===== config.mk =====
export PLATFORM = sky130hd
export DESIGN_NAME = vdm_alarm
export DESIGN_NICKNAME = d
export VERILOG_FILES = /design/src/shared/vdm_pkg.sv /design/src/logic/vdm_alarm.sv /design/src/logic/vdm_record_ring.sv
export VERILOG_INCLUDE_DIRS = /design/src /design/src/shared
export SDC_FILE = /design/constraint.sdc
export NUM_CORES = 2
export LEC_CHECK = 0
export ABC_AREA = 1
export BUFFER_PORTS_ARGS = -buffer_cell sky130_fd_sc_hd__buf_2
export CAP_MARGIN = 20
export CORE_MARGIN = 10
export CORE_UTILIZATION = 50
export CTS_BUF_LIST = sky130_fd_sc_hd__clkbuf_8
export CTS_CLUSTER_SIZE = 14
export DETAILED_ROUTE_END_ITERATION = 10
export HOLD_SLACK_MARGIN = 0.05
export PLACE_DENSITY = 0.78
export SLEW_MARGIN = 0
export SYNTH_ARGS = -nofsm -noshare
export SYNTH_HDL_FRONTEND = slang
export SYNTH_HIERARCHICAL = 1
export SYNTH_SLANG_ARGS = --single-unit

===== constraint.sdc =====
create_clock -name pclk -period 11.1 [get_ports pclk]
set_clock_uncertainty 0.1 [all_clocks]
set_input_delay 2.22 -clock pclk [delete_from_list [all_inputs] [get_ports pclk]]
set_output_delay 2.22 -clock pclk [all_outputs]
set_load 0.02 [all_outputs]

===== src/shared/vdm_map.svh =====
// constants of the voltage distortion monitor: timing, register map, fields
// assumes a 40 MHz pclk and APB byte addressing with one word per register
`ifndef VDM_MAP_SVH
`define VDM_MAP_SVH

// clock and program cycle timing
`define VDM_CLK_NS          25
`define VDM_PROG_CYCLE_NS   5000000
`define VDM_CYCLE_CLKS      (`VDM_PROG_CYCLE_NS / `VDM_CLK_NS)

// alarm delay: step and default in ms, default as a count of steps
`define VDM_DELAY_STEP_MS   5
`define VDM_DELAY_DFLT_MS   10000
`define VDM_DELAY_RST       (`VDM_DELAY_DFLT_MS / `VDM_DELAY_STEP_MS)

// pick-up threshold in 0.01 % units, reset ratio as a fraction
`define VDM_PICKUP_RST      14'h03e8
`define VDM_RESET_NUM       7'h61
`define VDM_RESET_DEN       7'h64
`define VDM_REC_DEPTH       12

// register byte offsets
`define VDM_OFS_CTRL        12'h000
`define VDM_OFS_PICKUP      12'h004
`define VDM_OFS_DELAY       12'h008
`define VDM_OFS_STATUS      12'h00c
`define VDM_OFS_CNT_START   12'h010
`define VDM_OFS_CNT_ALARM   12'h014
`define VDM_OFS_CNT_BLOCK   12'h018
`define VDM_OFS_REC_STAT    12'h01c
`define VDM_OFS_REC_SEL     12'h020
`define VDM_OFS_REC_TIME    12'h024
`define VDM_OFS_REC_INFO    12'h028
`define VDM_OFS_REC_L12     12'h02c
`define VDM_OFS_REC_L3      12'h030

// control register fields and reset value
`define VDM_CTRL_ALM_DIS    0
`define VDM_CTRL_MODE_LSB   1
`define VDM_CTRL_MODE_MSB   3
`define VDM_CTRL_QTY_LSB    4
`define VDM_CTRL_QTY_MSB    5
`define VDM_CTRL_FORCE      6
`define VDM_CTRL_SWBLK      7
`define VDM_CTRL_EVSEL_LSB  8
`define VDM_CTRL_EVSEL_MSB  9
`define VDM_CTRL_CNT_CLR    10
`define VDM_CTRL_RST        11'h312

// node behaviour, condition and quantity codes
`define VDM_MODE_ON         3'h1
`define VDM_MODE_BLOCKED    3'h2
`define VDM_MODE_TEST       3'h3
`define VDM_MODE_TESTBLK    3'h4
`define VDM_MODE_OFF        3'h5
`define VDM_COND_NORMAL     2'h0
`define VDM_COND_START      2'h1
`define VDM_COND_ALARM      2'h2
`define VDM_COND_BLOCKED    2'h3
`define VDM_QTY_POWER       2'h2

`endif


===== src/shared/vdm_pkg.sv =====
// types shared by the voltage distortion monitor modules
// assumes nothing beyond a SystemVerilog compiler
package vdm_pkg;
    // distortion value in 0.01 % units
    typedef logic [15:0] vdm_ratio_type;
    typedef logic [2:0]  vdm_sg_type;
    // one operation record of the ring
    typedef struct packed {
        logic [31:0]   stamp;
        logic [2:0]    evt;
        vdm_ratio_type l1;
        vdm_ratio_type l2;
        vdm_ratio_type l3;
        vdm_sg_type    sg;
    } vdm_rec_type;
endpackage

===== src/logic/vdm_alarm.sv =====
// voltage distortion monitor decision logic with APB registers
// assumes distortion values and time stamp arrive synchronous to pclk
//
// The APB slave port and the address map were left to the implementer.
`timescale 1ns/10ps
`include "vdm_map.svh"
module vdm_alarm #(
    parameter logic [17:0] CYCLE_CLKS = 18'(`VDM_CYCLE_CLKS)  // clocks per program cycle
) (
    input  wire logic                  pclk,          // 40 MHz clock
    input  wire logic                  presetn,       // async reset, low
    input  wire logic [11:0]           paddr,         // apb address
    input  wire logic                  psel,          // apb select
    input  wire logic                  penable,       // apb access phase
    input  wire logic                  pwrite,        // apb write
    input  wire logic [31:0]           pwdata,        // apb write data
    output      logic [31:0]           prdata,        // apb read data
    output      logic                  pready,        // apb ready
    output      logic                  pslverr,       // unmapped address
    input  wire vdm_pkg::vdm_ratio_type amp_l1,       // amplitude ratio l1
    input  wire vdm_pkg::vdm_ratio_type amp_l2,       // amplitude ratio l2
    input  wire vdm_pkg::vdm_ratio_type amp_l3,       // amplitude ratio l3
    input  wire vdm_pkg::vdm_ratio_type pow_l1,       // power ratio l1
    input  wire vdm_pkg::vdm_ratio_type pow_l2,       // power ratio l2
    input  wire vdm_pkg::vdm_ratio_type pow_l3,       // power ratio l3
    input  wire logic                  block_in,      // blocking matrix input
    input  wire logic [31:0]           time_ms,       // ms time stamp
    input  wire vdm_pkg::vdm_sg_type   setting_group, // active group
    output      logic                  start_o,       // start output
    output      logic                  alarm_o,       // alarm output
    output      logic                  blocked_o,     // blocked output
    output      logic                  block_disp_o,  // display event pulse
    output      logic                  evt_valid_o,   // event strobe
    output      logic [5:0]            evt_flags_o,   // event kinds
    output      logic [31:0]           evt_stamp_o,   // event time
    output      vdm_pkg::vdm_ratio_type evt_l1_o,     // value l1 at event
    output      vdm_pkg::vdm_ratio_type evt_l2_o,     // value l2 at event
    output      vdm_pkg::vdm_ratio_type evt_l3_o,     // value l3 at event
    output      logic [2:0]            evt_fault_o    // phases over threshold
);
    import vdm_pkg::*;

    typedef struct packed {
        logic [17:0] tick_cnt;
        logic [10:0] ctrl;
        logic [13:0] pickup;
        logic [18:0] delay;
        logic [18:0] tmr;
        logic        blk;
        logic        pick;
        logic        start;
        logic        alarm;
        logic        blocked;
        logic        disp;
        logic [15:0] cnt_st;
        logic [15:0] cnt_al;
        logic [15:0] cnt_bl;
        logic [3:0]  rec_sel;
        logic [31:0] prdata;
        logic        pready;
        logic        pslverr;
        logic        evt_valid;
        logic [5:0]  evt_flags;
        logic [31:0] stamp;
        vdm_ratio_type el1;
        vdm_ratio_type el2;
        vdm_ratio_type el3;
        logic [2:0]  efault;
    } vdm_state_type;

    vdm_state_type s_r;
    vdm_state_type s_nxt;

    vdm_ratio_type amp_v [3];
    vdm_ratio_type pow_v [3];
    vdm_ratio_type val   [3];
    logic [2:0]    over;
    logic [2:0]    below;
    logic          tick;
    logic [2:0]    mode;
    logic [1:0]    qty;
    logic          eff_blk;
    logic          active;
    logic          pick_n;
    logic          st_n;
    logic          al_n;
    logic          bl_n;
    logic [18:0]   tmr_n;
    logic [5:0]    ev_raw;
    logic [5:0]    ev_keep;
    logic [1:0]    evsel;
    logic [1:0]    cond;
    logic          wr_acc;
    logic          cnt_clr;
    logic          rec_wr;
    vdm_rec_type   rec_in;
    vdm_rec_type   rec_out;
    logic [3:0]    rec_ptr;
    logic [3:0]    rec_fill;
    logic [31:0]   rd_mux;
    logic          rd_err;

    assign amp_v = '{amp_l1, amp_l2, amp_l3};
    assign pow_v = '{pow_l1, pow_l2, pow_l3};
    assign mode  = s_r.ctrl[`VDM_CTRL_MODE_MSB:`VDM_CTRL_MODE_LSB];
    assign qty   = s_r.ctrl[`VDM_CTRL_QTY_MSB:`VDM_CTRL_QTY_LSB];
    assign evsel = s_r.ctrl[`VDM_CTRL_EVSEL_MSB:`VDM_CTRL_EVSEL_LSB];
    assign tick  = (s_r.tick_cnt == CYCLE_CLKS - 18'h1);

    // per phase quantity select and comparators
    // cross-multiplied so the 97 % level needs no divider
    for (genvar g = 0; g < 3; g++) begin : g_phase
        assign val[g]   = (qty == `VDM_QTY_POWER) ? pow_v[g] : amp_v[g];
        assign over[g]  = val[g] > 16'(s_r.pickup);
        assign below[g] = (23'(val[g]) * 23'(`VDM_RESET_DEN)) < (23'(s_r.pickup) * 23'(`VDM_RESET_NUM));
    end

    // condition code for the status register
    always_comb begin
        if (s_r.blocked)
            cond = `VDM_COND_BLOCKED;
        else if (s_r.alarm)
            cond = `VDM_COND_ALARM;
        else if (s_r.start)
            cond = `VDM_COND_START;
        else
            cond = `VDM_COND_NORMAL;
    end

    // decision path, evaluated once per program cycle
    always_comb begin
        eff_blk = (s_r.ctrl[`VDM_CTRL_FORCE] ? s_r.ctrl[`VDM_CTRL_SWBLK] : block_in)
                  | (mode == `VDM_MODE_BLOCKED) | (mode == `VDM_MODE_TESTBLK);
        active = !s_r.ctrl[`VDM_CTRL_ALM_DIS] && (mode != `VDM_MODE_OFF);
        if (!active)
            pick_n = 1'b0;
        else if (|over)
            pick_n = 1'b1;
        else if (&below)
            pick_n = 1'b0;
        else
            pick_n = s_r.pick;
        st_n = pick_n & !eff_blk;
        bl_n = pick_n & eff_blk;
        if (st_n && s_r.start)
            tmr_n = (s_r.tmr < s_r.delay) ? s_r.tmr + 19'h1 : s_r.tmr;
        else
            tmr_n = '0;
        al_n = st_n && (tmr_n >= s_r.delay);
        ev_raw = {s_r.blocked & !bl_n, bl_n & !s_r.blocked,
                  s_r.alarm & !al_n, al_n & !s_r.alarm,
                  s_r.start & !st_n, st_n & !s_r.start};
        ev_keep = ev_raw & {evsel[1], evsel[0], evsel[1], evsel[0], evsel[1], evsel[0]};
    end

    // ring record from rising outputs; lowest kind wins if several rise
    always_comb begin
        rec_wr = tick && (ev_raw[0] || ev_raw[2] || ev_raw[4]);
        rec_in.stamp = time_ms;
        rec_in.evt   = ev_raw[0] ? 3'h0 : (ev_raw[2] ? 3'h2 : 3'h4);
        rec_in.l1    = val[0];
        rec_in.l2    = val[1];
        rec_in.l3    = val[2];
        rec_in.sg    = setting_group;
    end

    // register read mux
    always_comb begin
        rd_err = 1'b0;
        case (paddr)
            `VDM_OFS_CTRL:      rd_mux = {21'h0, s_r.ctrl};
            `VDM_OFS_PICKUP:    rd_mux = {18'h0, s_r.pickup};
            `VDM_OFS_DELAY:     rd_mux = {13'h0, s_r.delay};
            `VDM_OFS_STATUS:    rd_mux = {21'h0, s_r.blocked, s_r.alarm, s_r.start, 2'h0, cond, 1'h0, mode};
            `VDM_OFS_CNT_START: rd_mux = {16'h0, s_r.cnt_st};
            `VDM_OFS_CNT_ALARM: rd_mux = {16'h0, s_r.cnt_al};
            `VDM_OFS_CNT_BLOCK: rd_mux = {16'h0, s_r.cnt_bl};
            `VDM_OFS_REC_STAT:  rd_mux = {20'h0, rec_fill, 4'h0, rec_ptr};
            `VDM_OFS_REC_SEL:   rd_mux = {28'h0, s_r.rec_sel};
            `VDM_OFS_REC_TIME:  rd_mux = rec_out.stamp;
            `VDM_OFS_REC_INFO:  rd_mux = {25'h0, rec_out.sg, 1'h0, rec_out.evt};
            `VDM_OFS_REC_L12:   rd_mux = {rec_out.l2, rec_out.l1};
            `VDM_OFS_REC_L3:    rd_mux = {16'h0, rec_out.l3};
            default: begin
                rd_mux = 32'h0;
                rd_err = 1'b1;
            end
        endcase
    end

    // next state of the whole block
    always_comb begin
        s_nxt = s_r;
        s_nxt.evt_valid = 1'b0;
        s_nxt.disp = 1'b0;
        s_nxt.tick_cnt = tick ? 18'h0 : s_r.tick_cnt + 18'h1;
        wr_acc = psel && penable && pwrite && s_r.pready;
        cnt_clr = wr_acc && (paddr == `VDM_OFS_CTRL) && pwdata[`VDM_CTRL_CNT_CLR];

        // apb: answer prepared in setup, ready in first access cycle
        s_nxt.pready = psel && !penable;
        if (psel && !penable) begin
            s_nxt.prdata = pwrite ? 32'h0 : rd_mux;
            s_nxt.pslverr = rd_err;
        end
        if (wr_acc && !s_r.pslverr) begin
            case (paddr)
                `VDM_OFS_CTRL:    s_nxt.ctrl = pwdata[10:0] & ~(11'h1 << `VDM_CTRL_CNT_CLR);
                `VDM_OFS_PICKUP:  s_nxt.pickup = pwdata[13:0];
                `VDM_OFS_DELAY:   s_nxt.delay = pwdata[18:0];
                `VDM_OFS_REC_SEL: s_nxt.rec_sel = pwdata[3:0];
                default: ;
            endcase
        end
        // clear first so a same-cycle increment still lands
        if (cnt_clr) begin
            s_nxt.cnt_st = '0;
            s_nxt.cnt_al = '0;
            s_nxt.cnt_bl = '0;
        end

        if (tick) begin
            s_nxt.blk = eff_blk;
            s_nxt.pick = pick_n;
            s_nxt.start = st_n;
            s_nxt.alarm = al_n;
            s_nxt.blocked = bl_n;
            s_nxt.tmr = tmr_n;
            s_nxt.disp = bl_n & !s_r.blocked;
            if (|ev_keep) begin
                s_nxt.evt_valid = 1'b1;
                s_nxt.evt_flags = ev_keep;
                s_nxt.stamp = time_ms;
                s_nxt.el1 = val[0];
                s_nxt.el2 = val[1];
                s_nxt.el3 = val[2];
                s_nxt.efault = over;
            end
            if (ev_raw[0])
                s_nxt.cnt_st = (cnt_clr ? 16'h0 : s_r.cnt_st) + 16'h1;
            if (ev_raw[2])
                s_nxt.cnt_al = (cnt_clr ? 16'h0 : s_r.cnt_al) + 16'h1;
            if (ev_raw[4])
                s_nxt.cnt_bl = (cnt_clr ? 16'h0 : s_r.cnt_bl) + 16'h1;
        end
    end

    // single state register
    always_ff @(posedge pclk or negedge presetn) begin
        if (!presetn) begin
            s_r <= '0;
            s_r.ctrl <= `VDM_CTRL_RST;
            s_r.pickup <= `VDM_PICKUP_RST;
            s_r.delay <= 19'(`VDM_DELAY_RST);
        end else begin
            s_r <= s_nxt;
        end
    end

    vdm_record_ring i_vdm_record_ring (
        .pclk    (pclk),
        .presetn (presetn),
        .wr_en   (rec_wr),
        .wr_rec  (rec_in),
        .rd_idx  (s_r.rec_sel),
        .rd_rec  (rec_out),
        .wr_ptr  (rec_ptr),
        .fill    (rec_fill)
    );

    // outputs straight from the state register
    assign prdata       = s_r.prdata;
    assign pready       = s_r.pready;
    assign pslverr      = s_r.pslverr;
    assign start_o      = s_r.start;
    assign alarm_o      = s_r.alarm;
    assign blocked_o    = s_r.blocked;
    assign block_disp_o = s_r.disp;
    assign evt_valid_o  = s_r.evt_valid;
    assign evt_flags_o  = s_r.evt_flags;
    assign evt_stamp_o  = s_r.stamp;
    assign evt_l1_o     = s_r.el1;
    assign evt_l2_o     = s_r.el2;
    assign evt_l3_o     = s_r.el3;
    assign evt_fault_o  = s_r.efault;
endmodule


===== src/logic/vdm_record_ring.sv =====
// twelve-entry ring of operation records, newest read at index 0
// assumes writes come at most once per clock from the alarm logic
`timescale 1ns/10ps
`include "vdm_map.svh"
module vdm_record_ring (
    input  wire logic                pclk,     // system clock
    input  wire logic                presetn,  // async reset, low
    input  wire logic                wr_en,    // store one record
    input  wire vdm_pkg::vdm_rec_type wr_rec,  // record to store
    input  wire logic [3:0]          rd_idx,   // 0 newest
    output      vdm_pkg::vdm_rec_type rd_rec,  // selected record
    output      logic [3:0]          wr_ptr,   // next slot
    output      logic [3:0]          fill      // records held
);
    import vdm_pkg::*;

    typedef struct packed {
        vdm_rec_type [`VDM_REC_DEPTH-1:0] mem;
        logic [3:0]                       ptr;
        logic [3:0]                       cnt;
    } vdm_ring_type;

    vdm_ring_type s_r;
    vdm_ring_type s_nxt;
    logic [4:0]   pos;

    // oldest slot is overwritten first since ptr walks round
    always_comb begin
        s_nxt = s_r;
        if (wr_en) begin
            s_nxt.mem[s_r.ptr] = wr_rec;
            s_nxt.ptr = (s_r.ptr == 4'(`VDM_REC_DEPTH - 1)) ? 4'h0 : s_r.ptr + 4'h1;
            if (s_r.cnt != 4'(`VDM_REC_DEPTH))
                s_nxt.cnt = s_r.cnt + 4'h1;
        end
    end

    always_ff @(posedge pclk or negedge presetn) begin
        if (!presetn)
            s_r <= '0;
        else
            s_r <= s_nxt;
    end

    // slot of the idx-th newest record; empty slots read zero
    always_comb begin
        pos = 5'(s_r.ptr) + 5'(`VDM_REC_DEPTH - 1) - 5'(rd_idx);
        if (pos >= 5'(`VDM_REC_DEPTH))
            pos = pos - 5'(`VDM_REC_DEPTH);
        rd_rec = (rd_idx < s_r.cnt) ? s_r.mem[pos[3:0]] : '0;
    end

    assign wr_ptr = s_r.ptr;
    assign fill   = s_r.cnt;
endmodule


# Yosys cells after proc, flatten, opt, wreduce, memory -nomap -nowiden
# Index checks and enable logic that the tools add are counted.
[word_totals]
regBits = 1301
input_bits = 181
out_inout_bits = 128
wordCells = 226
[op_classes]
add_sub_neg = 10
multipliers = 4
order_cmp = 13
eq_ne = 19
n_mux = 36
n_bitwise = 11
reduce_logical = 35
[op_table]
columns = ["cell", "n"]
rows = [
  ["$bwmux W1032", 1],
  ["$pmux W32 S13", 1],
  ["$bmux W86 S4", 1],
  ["$demux W86 S4", 1],
  ["$mux W86", 3],
  ["$mux W90", 2],
  ["$mux W16", 9],
  ["$lt A23 B21 Y1", 3],
  ["$mul A16 B5 Y21 const B", 3],
  ["$eq A12 B6 Y1 const B", 5],
  ["$mux W49", 1],
  ["$add A16 B1 Y16 const B", 3],
  ["$eq A12 B5 Y1 const B", 4],
  ["$gt A16 B14 Y1", 3],
  ["$mux W48", 1],
  ["$mux W19", 2],
  ["$mux W32", 1],
  ["$eq A12 B4 Y1 const B", 2],
  ["$mul A14 B7 Y21 const B", 1],
  ["$add A19 B1 Y19 const B", 1],
  ["$ge A19 B19 Y1", 1],
  ["$lt A19 B19 Y1", 1],
  ["$add A18 B1 Y18 const B", 1],
  ["$eq A18 B18 Y1 const B", 1],
  ["32 further kinds", 76],
]

# Depth between registers and ports, before layout
[depth]
word_depth = 19
depth_mapped = 59
mapped_depth_nobuf = 53

# Cells and area by module
# Netlist, hierarchy kept.
[by_module_without_submodules]
columns = ["module", "n_inst", "cells_per_inst", "area_each_um2", "seq_area_each_um2"]
rows = [
  ["vdm_record_ring", 1, 5823, 47456.8, 26025.0],
  ["vdm_alarm", 1, 3138, 23994.3, 6551.3],
]

# Least setup slack after synthesis
# OpenSTA, ideal clock, no wires.
[synth_timing]
kind = "input port to flip-flop"
startpoint = "in pow_l1[7]"
endpoint = "reg i_vdm_record_ring/s_r[109] (netlist bit)"
setup_ns = 0.133
t_arrival_ns = 9.321
required_time_ns = 10.867
setup_slack_ns = 1.546
stages = 54
path_buffers = 5
cell_sequence = "o21ai_0 > inv_1 > ha_1 > ha_1 > inv_1 > fa_1 > inv_1 > ha_1 > nand2_1 > inv_1 > a21oi_1 > nand2_1 > a31o_2 > a21boi_0 > o21ai_0 > xor2_1 > ha_1 > nand2_1 > (+18 left out) > nand2_1 > nand2_1 > a21oi_1 > nor2_1 > nand2_1 > nand4_1 > nor2_1 > buf_2 > nand2_1 > nand2_1 > buf_2 > nand2_1 > inv_1 > nand2_1 > clkbuf_1 > buf_2 > nand2_1 > o21ai_0"
[synth_lines]
columns = ["element", "line_no", "source"]
rows = [
  ["start, declared", "vdm_alarm.sv:23", "input wire vdm_pkg::vdm_ratio_type pow_l1,"],
  ["end signal, assigned", "vdm_record_ring.sv:42", "s_r <= s_nxt;"],
  ["end, declared", "vdm_record_ring.sv:23", "vdm_ring_type s_r;"],
]

==> results.json <==
{
  "place_hpwl_um": 144400,
  "clkTransAtPathRegs_ps": 60,
  "cts_root_buffer": "clkbuf_8",
  "syn_to_final_growth_pct": 9.894,
  "postCtsSetupRepairBufs": 0,
  "fin_cells": 10970,
  "max-vdd-ir-drop_mv": 0.1022,
  "synth_edf_count": 0,
  "dr.pass1.iters": 8,
  "end_kind": "flip-flop",
  "syn_area_sq_um": 71450,
  "ys_ff_latch": 1301,
  "final_common_cell": "nand2_1",
  "setup_viol": 0,
  "synth_ff_type": "dfrtp_1",
  "numPortBuffers": 295,
  "timing.hold.ws_ps": 363.1,
  "tightest_slew_ps": 1163,
  "synthArstFlopShare": 1.000,
  "cp_slowest_cell": "o21ai_0",
  "grt_pass1_wl_um": 343800,
  "core_area_sq_um": 141800,
  "finalHoldViolCount": 0,
  "slew_headroom": 0.2247,
  "cpPeakStageDelay_ps": 610,
  "ys_seq_area_frac": 0.4559,
  "p_leak_nw": 38.33,
  "fin_crit_sh": 0.8902,
  "cp.arrival_ps": 10560,
  "status": "completed",
  "antenna_found_initial": 11,
  "clock_sinks": 1301,
  "fmax_mhz": 101.2,
  "via_count": 63360,
  "num_rows": 138,
  "cts_made_buffers": 210,
  "drt_iter0_markers": 7105,
  "crit_top_cell": "nand2_1",
  "nNetsFinal": 9510,
  "path_max_fanout": 54,
  "criticalPathCategory": "in2reg",
  "mappedNetlistNets": 9564,
  "syn-instance-count": 8961,
  "hold_buffers": 0,
  "io_pins": 309,
  "final_util": 0.5539,
  "drv_cap": 0,
  "post-place-cells": 10580,
  "cp-start-kind": "input pin",
  "grt_max_degree": 196,
  "p_total_mw": 10.29,
  "htree_levels": 4,
  "grtUsageTotal": 0.2720,
  "powerDensity_nw_per_um2": 131.1,
  "drc_errors": 0,
  "tns_ps": 0,
  "clk_path_buf_depth": 3,
  "slew_violations": 0,
  "vias_per_cell": 5.774,
  "wl_um": 221300,
  "cts_tree": "done",
  "rsz0062_at_grt": "false",
  "fp.dieH_um": 398.0,
  "wl_per_cell_um": 20.16,
  "insertion_delay_ps": 940,
  "initial_utilization": 0.5040,
  "yosys_warnings": 6,
  "place.gp.congestion": 0.9798,
  "cts_resized": 0,
  "period_needed_ps": 9881,
  "avgSynthCellArea_sq_um": 7.974,
  "netlist-cell-type-count": 57,
  "cp.required_ps": 11770,
  "hold_path.class": "reg2reg",
  "die-area_sq_um": 158400,
  "layout_common_cells": "nand2_1, o21ai_0, dfrtp_1",
  "ant_nets": 0,
  "die_w_um": 398.0,
  "grt_pass1_vias": 61070,
  "grt-ovfl-total": 0,
  "drive_gt1_frac": 0.09823
}
-- final timing paths --
| check | startpoint | cells past startpoint | slack [ps] | end |
|---|---|---|---|---|
| setup / recovery | pow_l2[8] | 52 | 1220 | i_vdm_record_ring/s_r[288] |
| hold / removal | evt_stamp_o[9] | 2 | 360 | evt_stamp_o[9] |
| setup reg to reg | qty[0] | 53 | 1410 | i_vdm_record_ring/s_r[288] |
| hold reg to reg | evt_stamp_o[9] | 2 | 360 | evt_stamp_o[9] |
| max in group asynchronous | presetn | 3 | 7190 | i_vdm_record_ring/s_r[487] |
| min in group asynchronous | presetn | 1 | 1160 | evt_stamp_o[0] |
-- per-stage QoR --
step / instance area [sq um] / setup slack [ps]
2_1_floorplan: 71450 / 1546
3_3_place_gp: 73860 / 582.2
3_5_place_dp: 73860 / 560.8
4_1_cts: 78490 / 1500
5_1_grt: 78520 / 735.4
6_report: 78520 / 1219
-- cell type report --
type                    count  area [sq um]
fillers                 12570         63240
multi-input cells        6293         32990
flip-flops and latches   1301         32580
clock buffers             270          3716
repair buffers            468          3561
inverters                 633          2395
well taps                1890          2365
clock inverters           116         908.4
diodes                      3         7.507
-- report_power, final --
group          internal, mW  total (mW)  leakage, nW  switching [mW]
clock network          2.46        4.49         2.61            2.03
logic                 0.381        1.05         17.8           0.674
registers              4.74        4.74         17.9        0.000139
total                  7.58        10.3         38.3            2.71
-- cells by family after synthesis --
| kind of cell | share of synthesized area |
|---|---|
| AO/OA/AOI/OAI | 0.1678 |
| AND/OR/NAND/NOR | 0.1942 |
| XOR/XNOR | 0.01348 |
| multiplexers | 0.005043 |
| adder cells (fa/ha/maj) | 0.07800 |
| other | 0.00005248 |
| flip-flops | 0.4559 |
| buffers and inverters | 0.08553 |
-- worst max-delay path: cells and delay by family --
family	cells	cell delay (ps)
adder cells (fa/ha/maj)	6	1960
AND/OR/NAND/NOR	22	2480
AO/OA/AOI/OAI	11	2150
buffers and inverters	12	1520
XOR/XNOR	1	160
-- per-layer routing --
layer	GRT usage	share of wire	wire [um]
met1	0.3471	0.39	87350
met3	0.07060	0.10	22810
met2	0.4219	0.45	98510
met4	0.1472	0.056	12450
met5	0	0.00066	147
-- Yosys cell counts, drive strengths merged (2+ instances only) --
| cell | count | share of area |
|---|---|---|
| a221oi | 23 | 0.0028 |
| ha | 383 | 0.067 |
| o211ai | 3 | 0.00032 |
| o22ai | 191 | 0.017 |
| a21oi | 225 | 0.016 |
| mux2 | 32 | 0.0050 |
| xor2 | 81 | 0.0099 |
| a2111oi | 3 | 0.00037 |
| o21a | 3 | 0.00032 |
| a22o | 42 | 0.0051 |
| and3 | 3 | 0.00026 |
| a211oi | 3 | 0.00032 |
| o31ai | 2 | 0.00021 |
| o221ai | 4 | 0.00049 |
| nand3b | 3 | 0.00032 |
| nand2 | 2465 | 0.13 |
| a31oi | 10 | 0.00088 |
| nand4 | 42 | 0.0039 |
| xnor2 | 29 | 0.0036 |
| a21o | 4 | 0.00042 |
| nor2 | 768 | 0.040 |
| buf | 381 | 0.034 |
| nor4 | 25 | 0.0022 |
| nor3b | 4 | 0.00042 |
| o21bai | 10 | 0.0011 |
| nand3 | 182 | 0.013 |
| dfstp | 16 | 0.0059 |
| o21ai | 1573 | 0.11 |
| nor3 | 43 | 0.0030 |
| a32o | 85 | 0.012 |
| fa | 39 | 0.011 |
| or2 | 3 | 0.00026 |
| inv | 632 | 0.033 |
| dfrtp | 1285 | 0.45 |
| clkbuf | 353 | 0.019 |
| o2111ai | 2 | 0.00025 |
-- registers in the layout, summed over array words and instances (netlist names) --
name and count:
alarm_o 1, block_disp_o 1, blocked_o 1, evsel 2, evt_fault_o 3, evt_flags_o 6, evt_l1_o 16, evt_l2_o 16
evt_l3_o 16, evt_stamp_o 32, evt_valid_o 1, i_vdm_record_ring/fill 4, i_vdm_record_ring/s_r 1032, i_vdm_record_ring/wr_ptr 4, mode 3, prdata 32
pready 1, pslverr 1, qty 2, s_r 126, start_o 1
No activity file was read; power rests on OpenSTA's default activity.
